**src/tpf_pkg.sv**
```systemverilog
// Constants shared by the telemetry PCM formatter.
package tpf_pkg;
   localparam int unsigned CLK_HZ    = 20_000_000;
   localparam int unsigned CHIPS_BIT = 9;
   // Bit rates in tenths of a bit per second.
   localparam int unsigned RATE1_X10 = 150000;
   localparam int unsigned RATE2_X10 = 75000;
   localparam int unsigned RATE3_X10 = 37500;
   localparam int unsigned RATE4_X10 = 18750;
   localparam int unsigned RATE5_X10 = 2344;
   localparam int unsigned RATE6_X10 = 73;
   localparam int unsigned CHIP_R1 = CLK_HZ * 10 / (RATE1_X10 * CHIPS_BIT);
   localparam int unsigned CHIP_R2 = CLK_HZ * 10 / (RATE2_X10 * CHIPS_BIT);
   localparam int unsigned CHIP_R3 = CLK_HZ * 10 / (RATE3_X10 * CHIPS_BIT);
   localparam int unsigned CHIP_R4 = CLK_HZ * 10 / (RATE4_X10 * CHIPS_BIT);
   localparam int unsigned CHIP_R5 = CLK_HZ * 10 / (RATE5_X10 * CHIPS_BIT);
   localparam int unsigned CHIP_R6 = CLK_HZ * 10 / (RATE6_X10 * CHIPS_BIT);
   localparam logic [3:0]  CHIP_LAST = 4'h8;
   localparam logic [2:0]  BIT_LAST  = 3'h6;
   localparam logic [4:0]  SLOT_LAST = 5'h1F;
   localparam logic [4:0]  SLOT_FCNT = 5'h03;
   localparam logic [4:0]  SLOT_MODW = 5'h04;
   localparam logic [4:0]  SLOT_EVT  = 5'h05;
   localparam logic [4:0]  SLOT_ELP  = 5'h08;
   localparam logic [4:0]  SLOT_STAT = 5'h0A;
   localparam logic [4:0]  SLOT_CAP  = 5'h0C;
   localparam logic [4:0]  SLOT_PLAY = 5'h10;
   localparam logic [4:0]  SLOT_MID  = 5'h15;
   localparam logic [20:0] SYNC_CODE = 21'h1F35A2;
   localparam logic [5:0]  PN_SEED   = 6'h3F;
   localparam logic [8:0]  FRM_LAST  = 9'h18F;
   localparam logic [1:0]  MODE_ENG  = 2'h0;
   localparam logic [1:0]  MODE_SCI  = 2'h1;
   localparam logic [1:0]  MODE_PLAY = 2'h2;
   localparam logic [1:0]  MODE_SEQ  = 2'h3;
   localparam logic [1:0]  SRC_WORD  = 2'h0;
   localparam logic [1:0]  SRC_SCI   = 2'h1;
   localparam logic [1:0]  SRC_REC   = 2'h2;
   localparam logic [1:0]  SRC_SEQ   = 2'h3;
   localparam logic [7:0]  OFS_CTRL  = 8'h00;
   localparam logic [7:0]  OFS_STAT  = 8'h04;
   localparam logic [7:0]  OFS_EVT   = 8'h08;
   localparam logic [7:0]  OFS_ELP   = 8'h0C;
   localparam int          F_RATE    = 2;
   localparam int          F_TRSEL   = 5;
   localparam int          F_RUN     = 8;
   localparam int          F_MANV    = 9;
   localparam int          F_OVR     = 7;
endpackage : tpf_pkg

```
**src/tpf_formatter.sv**
```systemverilog
// Telemetry PCM frame formatter with APB control registers.
//
// Our own choices: the APB register port and the address map.
`timescale 1ns/1ps
`default_nettype none
// How it works
// Converted analog samples sent as seven-bit words.
// Wide digital values split over consecutive words.
// Six selectable bit rates, slowest for emergency.
// Mode one carries engineering and capsule words.
// Mode two adds real-time science data.
// Mode three plays back recorder data.
// Mode four adds sequencer memory readout.
// Sync, frame-count and mode words generated here.
// Slot layout follows the active data mode.
// Data bit combined with pseudonoise chip.
// Async capsule data buffered, re-timed, inserted.
// Stored capsule data played back on bit clock.
// Event pulses counted and telemetered.
// Interval between event pulses measured.
// On-off status inputs sent as words.
// Engineering channels in four sampling groups.
// Sequencer separation moves capsule input to radio.
// Bit clock supplied to the tape recorders.
// Capsule receiver gives data with bit sync.
// Recorder plays back at telemetry rate.
// Sequencer supplies data mode selections.
// 63-chip pseudonoise code repeats every word.
// Each frame opens with 21-bit sync code.
// Recorder data gap reverts to real-time data.
// Mode and rate change only at frame boundary.
// Words shifted out serially, MSB first.
module tpf_formatter
   import tpf_pkg::*;
#(
   parameter int unsigned CHIP_R1_P = CHIP_R1,
   parameter int unsigned CHIP_R2_P = CHIP_R2,
   parameter int unsigned CHIP_R3_P = CHIP_R3,
   parameter int unsigned CHIP_R4_P = CHIP_R4,
   parameter int unsigned CHIP_R5_P = CHIP_R5,
   parameter int unsigned CHIP_R6_P = CHIP_R6
) (
   input  wire logic        pclk,
   input  wire logic        presetn,
   input  wire logic        psel,
   input  wire logic        penable,
   input  wire logic        pwrite,
   input  wire logic [7:0]  paddr,
   input  wire logic [31:0] pwdata,
   output logic      [31:0] prdata,
   output logic             pready,
   output logic             pslverr,
   input  wire logic [6:0]  eng_sample,
   output logic      [10:0] eng_chan,
   input  wire logic [13:0] status_in,
   input  wire logic        event_pulse,
   input  wire logic        sci_data,
   output logic             sci_gate,
   input  wire logic        seq_data,
   output logic             seq_gate,
   output logic             seq_word_end,
   input  wire logic [6:0]  rec_data,
   input  wire logic [6:0]  rec_gap,
   input  wire logic [6:0]  rec_eot,
   output logic             rec_gate,
   output logic      [2:0]  tape_recorder_select,
   output logic             maneuver_store,
   input  wire logic        separation,
   input  wire logic        cap_hw_data,
   input  wire logic        cap_hw_sync,
   input  wire logic        cap_rf_data,
   input  wire logic        cap_rf_sync,
   output logic             bit_clk,
   output logic             word_tick,
   output logic             frame_tick,
   output logic      [1:0]  mode_out,
   output logic             pn_chip,
   output logic             tlm_out
);
   logic [1:0]  mode_sel, act_mode, eff_mode, src, next_src;
   logic [2:0]  rate_sel, act_rate, bit_idx, cap_n;
   logic        run, gap, cap_full, cap_ovr, data_bit, evt_d;
   logic [18:0] chip_cnt, chip_per;
   logic [3:0]  chip_idx, eng_idx;
   logic [4:0]  slot, ns;
   logic [8:0]  frame_cnt;
   logic [6:0]  word_reg, next_word, cap_sh, cap_word;
   logic [5:0]  pn;
   logic [15:0] evt_cnt, evt_snap;
   logic [13:0] elp_run, elp_last;
   logic        cap_dm, cap_ds, cap_cm, cap_cs, cap_cd;
   logic        chip_tick, bit_end, word_end, frame_end, evt_rise;
   logic        cap_rise, cap_done, cap_take, next_ser, ser_in, wr;
   logic [20:0] evt_w;
   logic [31:0] rd_val;
   logic        addr_ok;

   // Chip timebase: nine chips per bit, seven bits per word. See
   always_comb begin
      case (act_rate)
         3'h0: chip_per = 19'(CHIP_R1_P - 1);
         3'h1: chip_per = 19'(CHIP_R2_P - 1);
         3'h2: chip_per = 19'(CHIP_R3_P - 1);
         3'h3: chip_per = 19'(CHIP_R4_P - 1);
         3'h4: chip_per = 19'(CHIP_R5_P - 1);
         default: chip_per = 19'(CHIP_R6_P - 1);
      endcase
   end

   assign chip_tick = run && (chip_cnt == 19'h00000);
   assign bit_end   = chip_tick && (chip_idx == CHIP_LAST);
   assign word_end  = bit_end && (bit_idx == BIT_LAST);
   assign frame_end = word_end && (slot == SLOT_LAST);
   assign ns        = slot + 5'h01;

   // A stopped formatter parks at the last chip so the first run cycle opens a frame.
   always_ff @(posedge pclk or negedge presetn) begin
      if (!presetn) begin
         chip_cnt <= 19'h00000;
         chip_idx <= CHIP_LAST;
         bit_idx  <= BIT_LAST;
         slot     <= SLOT_LAST;
      end else if (!run) begin
         chip_cnt <= 19'h00000;
         chip_idx <= CHIP_LAST;
         bit_idx  <= BIT_LAST;
         slot     <= SLOT_LAST;
      end else if (chip_tick) begin
         chip_cnt <= chip_per;
         chip_idx <= bit_end ? 4'h0 : chip_idx + 4'h1;
         if (bit_end) begin
            bit_idx <= word_end ? 3'h0 : bit_idx + 3'h1;
         end
         if (word_end) begin
            slot <= ns;
         end
      end else begin
         chip_cnt <= chip_cnt - 19'h00001;
      end
   end

   // Selections wait for the frame boundary so no frame mixes layouts.
   always_ff @(posedge pclk or negedge presetn) begin
      if (!presetn) begin
         act_mode  <= MODE_ENG;
         act_rate  <= 3'h0;
         frame_cnt <= 9'h000;
         evt_snap  <= 16'h0000;
      end else if (!run || frame_end) begin
         act_mode <= mode_sel;
         act_rate <= (rate_sel > 3'h5) ? 3'h5 : rate_sel;
         if (frame_end) begin
            frame_cnt <= (frame_cnt == FRM_LAST) ? 9'h000 : frame_cnt + 9'h001;
            evt_snap  <= evt_cnt;
         end
      end
   end

   assign gap = (tape_recorder_select < 3'h7) &&
                (rec_gap[tape_recorder_select] || rec_eot[tape_recorder_select]);
   assign eff_mode = (act_mode == MODE_PLAY && gap) ? MODE_SCI : act_mode;
   assign evt_w = {5'h00, evt_snap};

   // Slot contents for the word about to start.
   always_comb begin
      next_word = 7'h00;
      next_src  = SRC_WORD;
      if (ns < SLOT_FCNT) begin
         next_word = SYNC_CODE[20 - 7 * ns[1:0] -: 7];
      end else if (ns == SLOT_FCNT) begin
         next_word = frame_cnt[6:0];
      end else if (ns == SLOT_MODW) begin
         next_word = {act_mode, act_rate, gap, frame_cnt[7]};
      end else if (ns < SLOT_ELP) begin
         next_word = evt_w[20 - 7 * (ns - SLOT_EVT) -: 7];
      end else if (ns < SLOT_STAT) begin
         next_word = (ns == SLOT_ELP) ? elp_last[13:7] : elp_last[6:0];
      end else if (ns < SLOT_CAP) begin
         next_word = (ns == SLOT_STAT) ? status_in[13:7] : status_in[6:0];
      end else if (ns == SLOT_CAP) begin
         next_word = (eff_mode == MODE_PLAY) ? 7'h00 : cap_word;
      end else begin
         next_word = eng_sample;
         case (eff_mode)
            MODE_SCI: if (ns >= SLOT_MID) next_src = SRC_SCI;
            MODE_PLAY: if (ns >= SLOT_PLAY) next_src = SRC_REC;
            MODE_SEQ: if (ns >= SLOT_MID) next_src = SRC_SEQ;
            default: next_src = SRC_WORD;
         endcase
      end
   end

   function automatic logic pick(input logic [1:0] s, input logic [2:0] sel,
                                 input logic sci, input logic seq, input logic [6:0] rec);
      case (s)
         SRC_SCI: pick = sci;
         SRC_REC: pick = (sel < 3'h7) ? rec[sel] : 1'b0;
         SRC_SEQ: pick = seq;
         default: pick = 1'b0;
      endcase
   endfunction : pick

   assign next_ser = pick(next_src, tape_recorder_select, sci_data, seq_data, rec_data);
   assign ser_in   = pick(src, tape_recorder_select, sci_data, seq_data, rec_data);

   // Serial sources bypass the word register, one bit per bit period.
   always_ff @(posedge pclk or negedge presetn) begin
      if (!presetn) begin
         word_reg <= 7'h00;
         src      <= SRC_WORD;
         data_bit <= 1'b0;
      end else if (word_end) begin
         word_reg <= next_word;
         src      <= next_src;
         data_bit <= (next_src == SRC_WORD) ? next_word[6] : next_ser;
      end else if (bit_end) begin
         word_reg <= {word_reg[5:0], 1'b0};
         data_bit <= (src == SRC_WORD) ? word_reg[5] : ser_in;
      end
   end

   // Engineering commutator points one word ahead so the converter can settle.
   always_ff @(posedge pclk or negedge presetn) begin
      if (!presetn) begin
         eng_idx  <= 4'h0;
         eng_chan <= 11'h000;
      end else begin
         if (frame_end) begin
            eng_idx <= 4'h0;
         end else if (word_end && ns > SLOT_CAP && next_src == SRC_WORD) begin
            eng_idx <= (eng_idx == 4'hF) ? eng_idx : eng_idx + 4'h1;
         end
         case (eng_idx)
            4'h4: eng_chan <= {2'h1, frame_cnt % 9'h014};
            4'h5: eng_chan <= {2'h2, frame_cnt % 9'h0C8};
            4'h6: eng_chan <= {2'h3, frame_cnt};
            default: eng_chan <= {7'h00, eng_idx};
         endcase
      end
   end

   // PN code restarts each word: 63 chips per seven-bit word.
   always_ff @(posedge pclk or negedge presetn) begin
      if (!presetn) begin
         pn      <= PN_SEED;
         pn_chip <= 1'b0;
         tlm_out <= 1'b0;
      end else begin
         if (!run || word_end) begin
            pn <= PN_SEED;
         end else if (chip_tick) begin
            pn <= {pn[4:0], pn[5] ^ pn[4]};
         end
         pn_chip <= pn[5];
         tlm_out <= data_bit ^ pn[5];
      end
   end

   always_ff @(posedge pclk or negedge presetn) begin
      if (!presetn) begin
         bit_clk      <= 1'b0;
         word_tick    <= 1'b0;
         frame_tick   <= 1'b0;
         seq_word_end <= 1'b0;
      end else begin
         bit_clk      <= run && (chip_idx < 4'h4 || bit_end);
         word_tick    <= word_end;
         frame_tick   <= frame_end;
         seq_word_end <= word_end && (src == SRC_SEQ);
      end
   end

   // Gates open in the word-end cycle, because the first serial bit is taken there.
   assign sci_gate = run && (word_end ? next_src == SRC_SCI : src == SRC_SCI);
   assign rec_gate = run && (word_end ? next_src == SRC_REC : src == SRC_REC);
   assign seq_gate = run && (word_end ? next_src == SRC_SEQ : src == SRC_SEQ);
   assign mode_out = eff_mode;

   // Capsule line is asynchronous, so both wires pass two flip-flops first.
   always_ff @(posedge pclk or negedge presetn) begin
      if (!presetn) begin
         cap_dm <= 1'b0;
         cap_ds <= 1'b0;
         cap_cm <= 1'b0;
         cap_cs <= 1'b0;
         cap_cd <= 1'b0;
      end else begin
         cap_dm <= separation ? cap_rf_data : cap_hw_data;
         cap_ds <= cap_dm;
         cap_cm <= separation ? cap_rf_sync : cap_hw_sync;
         cap_cs <= cap_cm;
         cap_cd <= cap_cs;
      end
   end

   assign cap_rise = cap_cs && !cap_cd;
   assign cap_done = cap_rise && (cap_n == BIT_LAST);
   assign cap_take = word_end && (ns == SLOT_CAP) && (eff_mode != MODE_PLAY);
   assign wr       = psel && penable && pwrite;

   always_ff @(posedge pclk or negedge presetn) begin
      if (!presetn) begin
         cap_sh   <= 7'h00;
         cap_n    <= 3'h0;
         cap_word <= 7'h00;
         cap_full <= 1'b0;
         cap_ovr  <= 1'b0;
      end else begin
         if (cap_rise) begin
            cap_sh <= {cap_sh[5:0], cap_ds};
            cap_n  <= cap_done ? 3'h0 : cap_n + 3'h1;
         end
         if (cap_done) begin
            cap_word <= {cap_sh[5:0], cap_ds};
         end
         if (cap_done) begin
            cap_full <= 1'b1;
         end else if (cap_take) begin
            cap_full <= 1'b0;
         end
         if (cap_done && cap_full && !cap_take) begin
            cap_ovr <= 1'b1;
         end else if (wr && paddr == OFS_STAT && pwdata[F_OVR]) begin
            cap_ovr <= 1'b0;
         end
      end
   end

   assign evt_rise = event_pulse && !evt_d;

   always_ff @(posedge pclk or negedge presetn) begin
      if (!presetn) begin
         evt_d    <= 1'b0;
         evt_cnt  <= 16'h0000;
         elp_run  <= 14'h0000;
         elp_last <= 14'h0000;
      end else begin
         evt_d <= event_pulse;
         if (evt_rise) begin
            evt_cnt  <= evt_cnt + 16'h0001;
            elp_last <= elp_run;
            elp_run  <= 14'h0000;
         end else if (bit_end && elp_run != 14'h3FFF) begin
            elp_run <= elp_run + 14'h0001;
         end
      end
   end

   // APB slave: no wait states, data prepared in the setup cycle.
   assign addr_ok = (paddr == OFS_CTRL) || (paddr == OFS_STAT) ||
                    (paddr == OFS_EVT) || (paddr == OFS_ELP);
   assign pready  = 1'b1;
   assign pslverr = psel && penable && !addr_ok;

   always_comb begin
      case (paddr)
         OFS_CTRL: rd_val = {22'h000000, maneuver_store, run, tape_recorder_select,
                             rate_sel, mode_sel};
         OFS_STAT: rd_val = {15'h0000, frame_cnt, cap_ovr, cap_full, gap,
                             act_rate, act_mode};
         OFS_EVT:  rd_val = {16'h0000, evt_cnt};
         OFS_ELP:  rd_val = {18'h00000, elp_last};
         default:  rd_val = 32'h00000000;
      endcase
   end

   always_ff @(posedge pclk or negedge presetn) begin
      if (!presetn) begin
         prdata               <= 32'h00000000;
         mode_sel             <= MODE_ENG;
         rate_sel             <= 3'h0;
         tape_recorder_select <= 3'h0;
         run                  <= 1'b0;
         maneuver_store       <= 1'b0;
      end else begin
         if (psel && !penable) begin
            prdata <= rd_val;
         end
         if (wr && paddr == OFS_CTRL) begin
            mode_sel             <= pwdata[1:0];
            rate_sel             <= pwdata[F_RATE +: 3];
            tape_recorder_select <= pwdata[F_TRSEL +: 3];
            run                  <= pwdata[F_RUN];
            maneuver_store       <= pwdata[F_MANV];
         end
      end
   end
endmodule : tpf_formatter
`default_nettype wire

```
**config.mk**
```make
export PLATFORM = sky130hd
export DESIGN_NAME = tpf_formatter
export DESIGN_NICKNAME = d
export VERILOG_FILES = /design/src/tpf_pkg.sv /design/src/tpf_formatter.sv
export SDC_FILE = /design/constraint.sdc
export NUM_CORES = 1
export LEC_CHECK = 0
export ABC_AREA = 1
export ABC_CLOCK_PERIOD_IN_PS = 7100
export BUFFER_PORTS_ARGS = -buffer_cell sky130_fd_sc_hd__clkbuf_2
export CAP_MARGIN = 10
export CORE_ASPECT_RATIO = 1.2
export CORE_MARGIN = 10
export CORE_UTILIZATION = 34
export DETAILED_ROUTE_END_ITERATION = 8
export PLACE_DENSITY = 0.64
export SYNTH_ARGS = -nofsm -noshare
export SYNTH_HDL_FRONTEND = slang
export SYNTH_SLANG_ARGS = --single-unit
```
**constraint.sdc**
```tcl
create_clock -name pclk -period 7.1 [get_ports pclk]
set_input_delay 2.13 -clock pclk [delete_from_list [all_inputs] [get_ports pclk]]
set_output_delay 2.13 -clock pclk [all_outputs]
set_load 0.05 [all_outputs]
```
* Yosys cells after proc, flatten, opt, wreduce, memory -nomap -nowiden
Index checks and enable logic that the tools add are counted.
Widths: inputs -> output; s select.
** Storage, ports and cells
- Register bits :: 207
- Bits in latches :: 0
- Memory bits (writable) :: 0
- Memory bits (read-only) :: 0
- Input port bits :: 95
- Output and inout port bits :: 60
- Memories kept :: 0
** Operators by class
- Add/subtract/negate cells :: 12
- Multipliers :: 2
- Divide/modulo/power cells :: 2
- Magnitude comparators :: 11
- Equal/unequal tests :: 37
- Shift operators :: 2
- Multiplexer cells :: 71
- Bitwise logic cells :: 2
- Reduce and logical (&&, ||, !) cells :: 56
** Operators with widths (count)
- $pmux 19 s5 :: 1
- $mux 7 :: 10
- $pmux 17 s4 :: 1
- $mux 19 :: 2
- $pmux 11 s3 :: 1
- $shiftx 27x33->7 :: 1
- $shiftx 27x33->7 const A :: 1
- $logic_and 1x1->1 :: 28
- $mux 14 :: 2
- $mux 4 :: 6
- $mux 6 :: 4
- $mux 2 :: 10
- $logic_not 19->1 :: 1
- $sub 19x1->19 const B :: 1
- $mux 1 :: 18
- $mux 3 :: 6
- $add 16x1->16 const B :: 1
- $eq 8x4->1 const B :: 2
- $eq 5x4->1 const B :: 3
- $lt 5x4->1 const B :: 3
- $mux 5 :: 3
- $add 14x1->14 const B :: 1
- $eq 2x2->1 const B :: 7
- $ne 14x14->1 const B :: 1
- 43 further kinds :: 81

* Depth between registers and ports, before layout
Gate-level depths: netlist of run 1.
- Depth after elaboration :: 19
- Mapped depth :: 54

* Worst setup path after synthesis of run 1
OpenSTA, ideal clock, no wires.
- Path kind :: reg2reg
- From :: register eng_idx[1]
- To :: register eng_chan[3]
- Setup time :: 119 ps
- Arrival :: 6627 ps
- Required time :: 6981 ps
- Setup slack :: 354 ps
- Cell stages (with the launch flop) :: 48
- Buffers on the path :: 1
- Period minus slack after synthesis :: 6746 ps
- Path through :: dfrtp_1 -> inv_1 -> ha_1 -> nand3_4 -> buf_4 -> inv_1 -> ha_1 -> nand3_1 -> nor2_1 -> nand2_2 -> nand3_4 -> nor2_1 -> a21oi_1 -> ha_1 -> inv_1 -> o21bai_1 -> a21oi_1 -> nand3_4 -> [12 not listed] -> ha_1 -> nand2_1 -> nand2_1 -> a21oi_1 -> nand3_2 -> nand2_2 -> nand2_4 -> nand2_8 -> nand2_8 -> a31oi_1 -> ha_1 -> a21o_1 -> nand2_1 -> nand3_2 -> nand3_4 -> nand3b_1 -> nand3_1 -> nand2_1
** RTL lines
- start: declaration :: line tpf_formatter.sv:84 : logic [3:0] chip_idx, eng_idx;
- start signal: assignment :: line tpf_formatter.sv:231 : eng_idx <= (eng_idx == 4'hF) ? eng_idx : eng_idx + 4'h1;
- end signal: assignment :: line tpf_formatter.sv:234 : 4'h4: eng_chan <= {2'h1, frame_cnt % 9'h014};
- end signal: assignment :: line tpf_formatter.sv:235 : 4'h5: eng_chan <= {2'h2, frame_cnt % 9'h0C8};
- end signal: assignment :: line tpf_formatter.sv:236 : 4'h6: eng_chan <= {2'h3, frame_cnt};
- end: declaration :: line tpf_formatter.sv:54 : output logic [10:0] eng_chan,

==> flow_summary.ini, run 1 <==
[timing]
setup_viol = 0
fin_crit_ns = 6.58
max_freq_ghz = 0.152
hold_violations = 0
worst_pin_slew_ns = 0.971
slew_viol_final = 0
fin_skew_ns = 0.0167
min_period_over_period = 0.927
fin_tns_setup_ns = 0
holdWs_ns = 0.355
relSlewSlack = 0.352

[setup_path]
crit_path_max_fanout = 10
crit_arrival_ns = 6.92
critPathLaunchType = flip-flop
cpPeakStageDelay_ns = 0.38
slowest_stage = dfrtp_1
critPathKind = flip-flop to flip-flop
cpMostUsedCell = nand2_1
cp-end-kind = flip-flop
required_ns = 7.44
crit_start = eng_idx[1]$_DFFE_PN0P_
r2r_start = eng_idx[1]$_DFFE_PN0P_

[grt]
grt_max_degree = 83
gr-total-overflow = 0
grt_pass1_vias = 10700
antenna_found_initial = 1
grt.total_usage = 0.159
grt_pass1_wl_um = 55900

[power]
pwr-share-clk = 0.209
p_sw_mw = 2.20
power_leakage_nw = 6.69
swShare = 0.469
intPower_mw = 2.50
comb_power_share = 0.494
ir_drop_mv = 0.316
seqPwrFrac = 0.297
totalPowerFinal_mw = 4.70
p_per_area_mw_per_mm2 = 340

[hold_path]
hold_class = flip-flop to flip-flop
min-delay-start = cap_cm$_DFF_PN0_

[clocking]
path_clk_slew_ns = 0.09
holdBufCountCts = 0
numCtsBuffers = 17
cts.sinks = 192
ctsRootBufferMaster = clkbuf_16
clk_latency_ns = 0.45
htreeDepth = 4
clockBufferDepth = 2
tritoncts = yes

[drt]
firstDrtPassIters = 5
vias = 10800
wl_per_cell_um = 16.1
ant_nets = 0
avgViaCountPerCell = 5.07
drc = 0
drt_iter0_drc = 635
wl_um = 34200

[floorplanning]
dieArea_mm2 = 0.0434
dieWidth_um = 192
rows = 75
ios = 155
design.core.area_mm2 = 0.0350
fp.dieH_um = 226
start_util = 0.344

[placed_design]
hpwl_um = 26700
portBuffers = 116
gp_congestion = 0.917
placed_area_mm2 = 0.0131

[synthesis]
synth_top_flop_cell = dfrtp_1
ys_types = 62
ys_ff_latch = 192
synth_edf_count = 0
netlist_area_mm2 = 0.0121
synth.avg_cell_area_um2 = 7.81
synthCells = 1544
async_flop_share = 1.00
synth_seq_area_share = 0.400
yosys_warnings = 0

[final_layout]
largest_reg_flops = 19
final_common_cell = nand2_1
fillerInstances = 3613
reg_top3 = chip_cnt: 19 flops, prdata: 17 flops
final_util = 0.395
final_net_count = 1795
final_area_mm2 = 0.0138
layout_common_cells = 323 x nand2_1, 189 x inv_1, 178 x dfrtp_1, 136 x o21ai_0, 127 x nor2_1
largest-register = chip_cnt
syn2layout_area_growth_pct = 14.7
seqCellArea_mm2 = 0.00482
drive_gt1_frac = 0.171
multi_input_area_mm2 = 0.00632

[flow_run]
cap_violations = 0

[run_status]
status = finished, final reports clean
[area by class of cell]
cell class,instances,area share
inverters,201,0.0547
diodes,1,0.000181
clock buffers,17,0.0308
multi-input cells,1102,0.457
clock inverters,15,0.0133
well taps,462,0.0418
repair buffers,136,0.0535
flip-flops and latches,192,0.349
[critical path, delay by kind of cell, from the launching register on]
kind / cells / cell delay, ns
xor+xnor: 1 / 0.17
simple gates: 32 / 2.86
buf+inv: 3 / 0.24
fa+ha+maj: 6 / 1.74
flops: 1 / 0.38
compound gates: 8 / 1.06
[layer usage]
metal,global-route usage,vias to the layer above,share of wire
li1,-,5313,-
met1,0.201,5183,0.43
met2,0.279,245,0.51
met3,0.0232,37,0.046
met4,0.0356,0,0.014
met5,0,-,0
[cells in the mapped netlist, types with 20 or more instances]
| library cell | instances | share of area |
|---|---|---|
| nand2_1 | 324 | 0.10 |
| xor2_1 | 31 | 0.023 |
| o21ai_1 | 20 | 0.0083 |
| nor2_1 | 129 | 0.040 |
| nand3_1 | 62 | 0.026 |
| dfrtp_1 | 178 | 0.37 |
| o21ai_0 | 139 | 0.058 |
| nor3_1 | 22 | 0.0091 |
| buf_4 | 21 | 0.013 |
| a21oi_1 | 74 | 0.031 |
| o22ai_1 | 23 | 0.012 |
| ha_1 | 47 | 0.049 |
| clkbuf_1 | 38 | 0.012 |
| xnor2_1 | 21 | 0.015 |
| inv_1 | 190 | 0.059 |
[path summary, 6_finish.rpt]
check | slack, ns | cells after the start | end
min in group asynchronous | 1.72 | 1 | cap_sh[3]$_DFFE_PN0P_
max reg2reg | 0.52 | 50 | eng_chan[3]$_DFF_PN0_
max in group asynchronous | 4.16 | 2 | evt_cnt[6]$_DFFE_PN0P_
max | 0.52 | 50 | eng_chan[3]$_DFF_PN0_
min | 0.35 | 0 | cap_cs$_DFF_PN0_
min reg2reg | 0.35 | 0 | cap_cs$_DFF_PN0_
[stage by stage]
| step | cells | setup WS (ns) |
|---|---|---|
| after global placement | 2087 | 0.342 |
| after global routing | 2126 | -0.0580 |
| after CTS | 2119 | 0.0437 |
| after floorplan | 1558 | 0.354 |
| after detailed placement | 2087 | 0.0650 |
| final | 2126 | 0.521 |
[timing repair]
action	in CTS	in global routing
gates resized for setup	0	23
buffers inserted	0	6
setup endpoints to repair	0	7
[logic make-up (layout without fill, tap and decap cells)]
logic type      after synthesis  in the layout  synth area share
xor+xnor                     53             53            0.0391
mux                           9              9           0.00841
buf+inv                     264            369            0.0897
fa+ha+maj                    50             50            0.0538
flops                       192            192             0.400
compound gates              346            346             0.168
simple gates                628            628             0.241
other cells                   2             17          0.000623
[power groups by stage]
stage          clock [mW]  combinational [mW]  sequential (mW)
2_1_floorplan           0                1.77             1.41
3_3_place_gp            0                2.28             1.41
3_5_place_dp            0                2.30             1.41
4_1_cts              1.00                2.31             1.40
5_1_grt              1.05                2.60             1.42
6_report            0.984                2.32             1.40
(Power assumes the default switching activity.)
==> run 2: changes to the inputs <==
--- a/config.mk
+++ b/config.mk
@@ -5,7 +5,6 @@
 export SDC_FILE = /design/constraint.sdc
 export NUM_CORES = 1
 export LEC_CHECK = 0
-export ABC_AREA = 1
 export ABC_CLOCK_PERIOD_IN_PS = 7100
 export BUFFER_PORTS_ARGS = -buffer_cell sky130_fd_sc_hd__clkbuf_2
 export CAP_MARGIN = 10
==> run 2 against run 1 <==
Compared with the run above:
- the run now ends with negative setup slack left
- via count down 2.6%
- combinational power down 76%
- maximum frequency down 15%
- area after synthesis up 0.46%
- non-clock buffer count up 98
- power down 40%
- sequential power down 10%
- cell count down 7.1%
- critical path type unchanged
==> flow_summary.ini, run 2 <==
[setup_path]
slowest_stage = a311o_2
crit_arrival_ns = 8.05
cp-end-kind = flip-flop
crit_path_max_fanout = 8
critPathKind = flip-flop to flip-flop
critPathLaunchType = flip-flop
cpMostUsedCell = ha_1
cpPeakStageDelay_ns = 0.46
required_ns = 7.45

[clocking]
numCtsBuffers = 17
clk_latency_ns = 0.44
path_clk_slew_ns = 0.08
tritoncts = yes
holdBufCountCts = 0
ctsRootBufferMaster = clkbuf_16
htreeDepth = 4
clockBufferDepth = 2
cts.sinks = 192

[power]
comb_power_share = 0.201
ir_drop_mv = 0.120
power_leakage_nw = 6.93
intPower_mw = 1.92
p_per_area_mw_per_mm2 = 191
pwr-share-clk = 0.351
p_sw_mw = 0.892
swShare = 0.317
totalPowerFinal_mw = 2.81
seqPwrFrac = 0.448

[hold_path]
hold_class = flip-flop to flip-flop

[final_layout]
largest-register = chip_cnt
diodes = 0
instances_no_fill = 1974
reg_top3 = chip_cnt: 19 flops, prdata: 17 flops
largest_reg_flops = 19
drive_gt1_frac = 0.269
layout_common_cells = 188 x nand2_1, 178 x dfrtp_1, 121 x nor2_1, 115 x clkbuf_2, 115 x buf_4
syn2layout_area_growth_pct = 21.6
final_net_count = 1644
final_common_cell = nand2_1
final_util = 0.420

[synthesis]
netlist_area_mm2 = 0.0121
ys_types = 90
async_flop_share = 1.00
yosys_warnings = 0
ys_ff_latch = 192
yosys-top-cells-count = 190 x nand2_1, 178 x dfrtp_1, 124 x nor2_1
synth_top_area_cell = dfrtp_1
synth_top_cell_area_share = 0.368
synth_area_leaders = dfrtp_1 37%, nand2_1 5.9%, ha_1 4.9%
synth_seq_area_share = 0.398
synth_edf_count = 0
synthCells = 1321
synth.avg_cell_area_um2 = 9.17
synth_top_flop_cell = dfrtp_1
yosysMostFrequentCell = nand2_1

[grt]
gr-total-overflow = 0
grt.total_usage = 0.165
grt_max_degree = 102
antenna_found_initial = 0
grt_pass1_wl_um = 57300
grt_pass1_vias = 10800

[drt]
ant_nets = 0
wl_um = 35700
firstDrtPassIters = 5
drc = 0
vias = 10500
wl_per_cell_um = 18.1
avgViaCountPerCell = 5.32
drt_iter0_drc = 776

[floorplanning]
start_util = 0.345
ios = 155
design.core.area_mm2 = 0.0351
rows = 75
fp.dieH_um = 227
dieArea_mm2 = 0.0436
dieWidth_um = 192

[timing]
relSlewSlack = 0.252
max_freq_ghz = 0.130
min_period_over_period = 1.09
setup_viol = 7
grt_setup_unrepaired = yes
hold_violations = 0
slew_viol_final = 0
fin_skew_ns = 0.0168
fin_tns_setup_ns = -3.93
setup_slack_ns = -0.604
worst_pin_slew_ns = 1.11
fin_crit_ns = 7.70

[placed_design]
hpwl_um = 27000
gp_congestion = 0.899
dp.cells = 1916
portBuffers = 116

[run_status]
status = complete, but fails checks
violations = negative setup slack

[flow_run]
cap_violations = 0
-- run 2: cell types whose count changed in the layout (fill, tap and decap cells not counted), moves of 17 or more --
cell / delta
mux2_2: +41
nand2_2: -17
xnor2_1: +18
o21ai_0: -59
nand3_1: -25
nand2_1: -135
mux2i_1: +26
buf_4: +95
mux4_2: +17
inv_1: -152
-- run 2: path summary, 6_finish.rpt --
kind | slack (ns) | start | end | depth (start not counted)
worst max-delay path | -0.60 | eng_idx[3]$_DFFE_PN0P_ | eng_chan[6]$_DFF_PN0_ | 36
worst min-delay path | 0.35 | cap_dm$_DFF_PN0_ | cap_ds$_DFF_PN0_ | 0
worst max register to register | -0.60 | eng_idx[3]$_DFFE_PN0P_ | eng_chan[6]$_DFF_PN0_ | 36
worst min register to register | 0.35 | cap_dm$_DFF_PN0_ | cap_ds$_DFF_PN0_ | 0
max in group asynchronous | 4.06 | presetn | prdata[4]$_DFFE_PN0P_ | 2
min in group asynchronous | 1.77 | presetn | cap_cm$_DFF_PN0_ | 1
-- run 2: power groups by stage --
stage | sequential [mW] | clock [mW] | combinational (mW)
floorplan | 1.27 | 0 | 0.364
global route | 1.27 | 1.05 | 0.630
detailed placement | 1.28 | 0 | 0.554
finish | 1.26 | 0.987 | 0.566
CTS | 1.26 | 1.01 | 0.559
global placement | 1.28 | 0 | 0.542
-- run 2: timing repair --
action	in CTS	in global routing
endpoints found under the setup margin	7	7
gates resized for setup	26	12
setup buffers	21	11
pin swaps	32	25
-- run 2: final cells by class --
type | instances | area [µm²]
clock buffer | 19 | 453
tap | 462 | 578
clock inverter | 13 | 143
inverter | 39 | 154
multi-input combinational | 1015 | 7090
sequential | 192 | 4820
timing repair buffer | 234 | 1490
fill | 3465 | 20400
-- run 2: routing by layer --
layer  track usage  up-vias  share of wire
met4        0.0496        0          0.019
met5             0        -              0
li1              -     5031              -
met2         0.287      289           0.51
met1         0.202     5131           0.42
met3        0.0283       46          0.054
-- run 2: per-stage QoR --
step / setup slack (ns) / instance area, µm² / hold slack, ns
after detailed placement: -0.803 / 13700 / 0.335
after global routing: -1.03 / 14700 / 0.368
final: -0.604 / 14700 / 0.351
after global placement: -0.582 / 13700 / 0.338
after CTS: -0.584 / 14600 / 0.351
after floorplan: -0.892 / 12300 / 0.331
-- run 2: cell families (layout without fill, tap and decap cells) --
group | Yosys count | after routing | synth area share
AND/OR/NAND/NOR | 497 | 497 | 0.191
AO/OA/AOI/OAI | 276 | 276 | 0.150
flip-flops | 192 | 192 | 0.398
XOR/XNOR | 78 | 78 | 0.0564
buffers and inverters | 128 | 305 | 0.0458
multiplexers | 98 | 98 | 0.105
adder cells (fa/ha/maj) | 50 | 50 | 0.0535
other | 2 | 16 | 0.000620
-- run 2: critical path, delay by kind of cell, from the launching register on --
kind | cells | cell delay (ns)
AND/OR/NAND/NOR | 12 | 1.96
adder cells (fa/ha/maj) | 5 | 1.52
AO/OA/AOI/OAI | 15 | 2.82
flip-flops | 1 | 0.38
XOR/XNOR | 2 | 0.29
multiplexers | 2 | 0.64
==> run 3: changes to the inputs <==
==> config.mk (replaced) <==
export PLATFORM = sky130hd
export DESIGN_NAME = tpf_formatter
export DESIGN_NICKNAME = d
export VERILOG_FILES = /design/src/tpf_pkg.sv /design/src/tpf_formatter.sv
export SDC_FILE = /design/constraint.sdc
export NUM_CORES = 1
export LEC_CHECK = 0
export ABC_AREA = 1
export ABC_CLOCK_PERIOD_IN_PS = 7450
export CAP_MARGIN = 10
export CORE_ASPECT_RATIO = 1.2
export CORE_MARGIN = 10
export CORE_UTILIZATION = 34
export DETAILED_ROUTE_END_ITERATION = 8
export DONT_BUFFER_PORTS = 1
export PLACE_DENSITY = 0.59
export SYNTH_ARGS = -nofsm -noshare
export SYNTH_HDL_FRONTEND = slang
export SYNTH_SLANG_ARGS = --single-unit
==> constraint.sdc (replaced) <==
create_clock -name pclk -period 7.45 [get_ports pclk]
set_input_delay 2.235 -clock pclk [delete_from_list [all_inputs] [get_ports pclk]]
set_output_delay 2.235 -clock pclk [all_outputs]
set_load 0.05 [all_outputs]
==> run 3 against run 2 <==
Compared with the run above:
- the run now ends clean
- critical path depth up 16
- routed wire length down 6.9%
- final area down 11%
- combinational power rose to 3.8 times the previous value
- critical endpoint is now eng_chan[7]$_DFF_PN0_
==> flow_summary.ini, run 3 (synthesis results as in run 1) <==
[run_status]
status = finished, final reports clean

[drt]
drc = 0
vias = 10100
ant_nets = 0
wl_per_cell_um = 16.6
wl_um = 33300
firstDrtPassIters = 5
drt_iter0_drc = 604
avgViaCountPerCell = 5.06

[grt]
antenna_found_initial = 5
grt_max_degree = 193
gr-total-overflow = 0
grt.total_usage = 0.156
grt_pass1_wl_um = 54100
grt_pass1_vias = 9890

[setup_path]
cpMostUsedCell = nand2_1
slowest_stage = dfrtp_2
worst_r2r_endpoint = eng_chan[7]$_DFF_PN0_
crit_start = eng_idx[1]$_DFFE_PN0P_
required_ns = 7.84
r2r_start = eng_idx[1]$_DFFE_PN0P_
critPathLaunchType = flip-flop
cpPeakStageDelay_ns = 0.44
cp-endpoint = eng_chan[7]$_DFF_PN0_
reg2reg_slack_ns = 0.65
cp-end-kind = flip-flop
rr_worst_depth = 52
crit_path_max_fanout = 10
critPathKind = flip-flop to flip-flop
crit_arrival_ns = 7.19

[flow_run]
cap_violations = 0

[clocking]
cts.sinks = 192
clockBufferDepth = 2
holdBufCountCts = 0
path_clk_slew_ns = 0.08
ctsRootBufferMaster = clkbuf_16
tritoncts = yes
numCtsBuffers = 17
htreeDepth = 4
clk_latency_ns = 0.44

[floorplanning]
rows = 75
design.core.area_mm2 = 0.0350
start_util = 0.344
dieArea_mm2 = 0.0434
fp.dieH_um = 226
dieWidth_um = 192
ios = 155

[placed_design]
dp_slack_ns = 0.221
portBuffers = 0
gp_congestion = 0.959
hpwl_um = 25700

[timing]
min_period_over_period = 0.913
relSlewSlack = 0.312
fin_crit_ns = 6.80
setup_slack_ns = 0.651
fin_skew_ns = 0.0116
max_freq_ghz = 0.147
setup_viol = 0
worst_pin_slew_ns = 1.03
hold_violations = 0
slew_viol_final = 0

[final_layout]
syn2layout_area_growth_pct = 9.00
drive_gt1_frac = 0.101
layout_common_cells = 324 x nand2_1, 190 x inv_1, 177 x dfrtp_1, 136 x o21ai_0, 127 x nor2_1
largest_reg_flops = 19
final_common_cell = nand2_1
final_net_count = 1672
fillerInstances = 3633
largest-register = chip_cnt
reg_top3 = chip_cnt: 19 flops, prdata: 17 flops

[power]
power_leakage_nw = 6.13
ir_drop_mv = 0.372
totalPowerFinal_mw = 4.45
p_per_area_mw_per_mm2 = 338

[hold_path]
hold_class = flip-flop to flip-flop
min-delay-start = cap_cm$_DFF_PN0_
==> run 3: cell types whose count changed in the layout (fill, tap and decap cells not counted), moves of 16 or more <==
| cell | delta |
|---|---|
| o21ai_1 | +17 |
| mux4_2 | -17 |
| xnor2_1 | -18 |
| mux2_2 | -41 |
| nand3_1 | +25 |
| o22ai_1 | +16 |
| inv_1 | +153 |
| mux2i_1 | -26 |
| nand2_2 | +16 |
| nand2_1 | +136 |
| o21ai_0 | +59 |
| buf_4 | -102 |
| clkbuf_2 | -115 |
==> run 3: worst min path at each step <==
| stage | depth (start not counted) | end | slack (ns) |
|---|---|---|---|
| finish | 0 | cap_cs$_DFF_PN0_ | 0.36 |
| floorplan | 0 | cap_cs$_DFF_PN0_ | 0.33 |
| CTS | 0 | cap_ds$_DFF_PN0_ | 0.36 |
| global route | 0 | cap_cs$_DFF_PN0_ | 0.38 |
| global placement | 0 | cap_cs$_DFF_PN0_ | 0.33 |
| detailed placement | 0 | cap_ds$_DFF_PN0_ | 0.35 |
==> run 3: cell type report <==
| type | count | area, µm² | share of cell area |
|---|---|---|---|
| diodes | 3 | 7.51 | 0.000571 |
| clock buffers | 19 | 433 | 0.0329 |
| clock inverters | 13 | 155 | 0.0118 |
| repair buffers | 13 | 97.6 | 0.00743 |
| well taps | 462 | 578 | 0.0440 |
| multi-input cells | 1102 | 6290 | 0.479 |
| flip-flops and latches | 192 | 4820 | 0.367 |
| inverters | 201 | 756 | 0.0575 |
==> run 3: timing repair <==
item,in CTS,in global routing
buffers inserted,0,2
setup endpoints to repair,0,7
gates resized for setup,0,13
==> run 3: routing by layer <==
metal  routed length [µm]  up-vias  global-route usage  part of all wire
li1                     -     5070                   -                 -
met1                14500     4839               0.197              0.44
met2                16300      199               0.261              0.49
met3                 1880       35              0.0389             0.057
met4                  554        4              0.0353             0.017
met5                   21        -                   0           0.00063
==> run 3: stage by stage <==
step / area, µm² / hold slack, ns / instances / util / setup TNS (ns)
after CTS: 13100 / 0.365 / 2000 / 0.373 / 0
after detailed placement: 12500 / 0.347 / 1968 / 0.356 / 0
after global routing: 13100 / 0.375 / 2004 / 0.375 / -0.00440
final: 13100 / 0.359 / 2005 / 0.375 / 0
after floorplan: 12100 / 0.331 / 1558 / - / 0
after global placement: 12500 / 0.332 / 1968 / 0.356 / 0
==> run 3: worst max-delay path: cells and delay by family (launching register included) <==
family                   cells  cell delay [ns]
AO/OA/AOI/OAI                8             1.14
flip-flops                   1             0.44
AND/OR/NAND/NOR             32             2.78
buffers and inverters        5             0.39
adder cells (fa/ha/maj)      6             1.76
XOR/XNOR                     1             0.21
==> run 3: report_power, final <==
part | internal, mW | switching, mW | leakage, nW
sequential | 1.21 | 0.151 | 2.45
clock | 0.504 | 0.430 | 0.282
combinational | 0.697 | 1.46 | 3.40
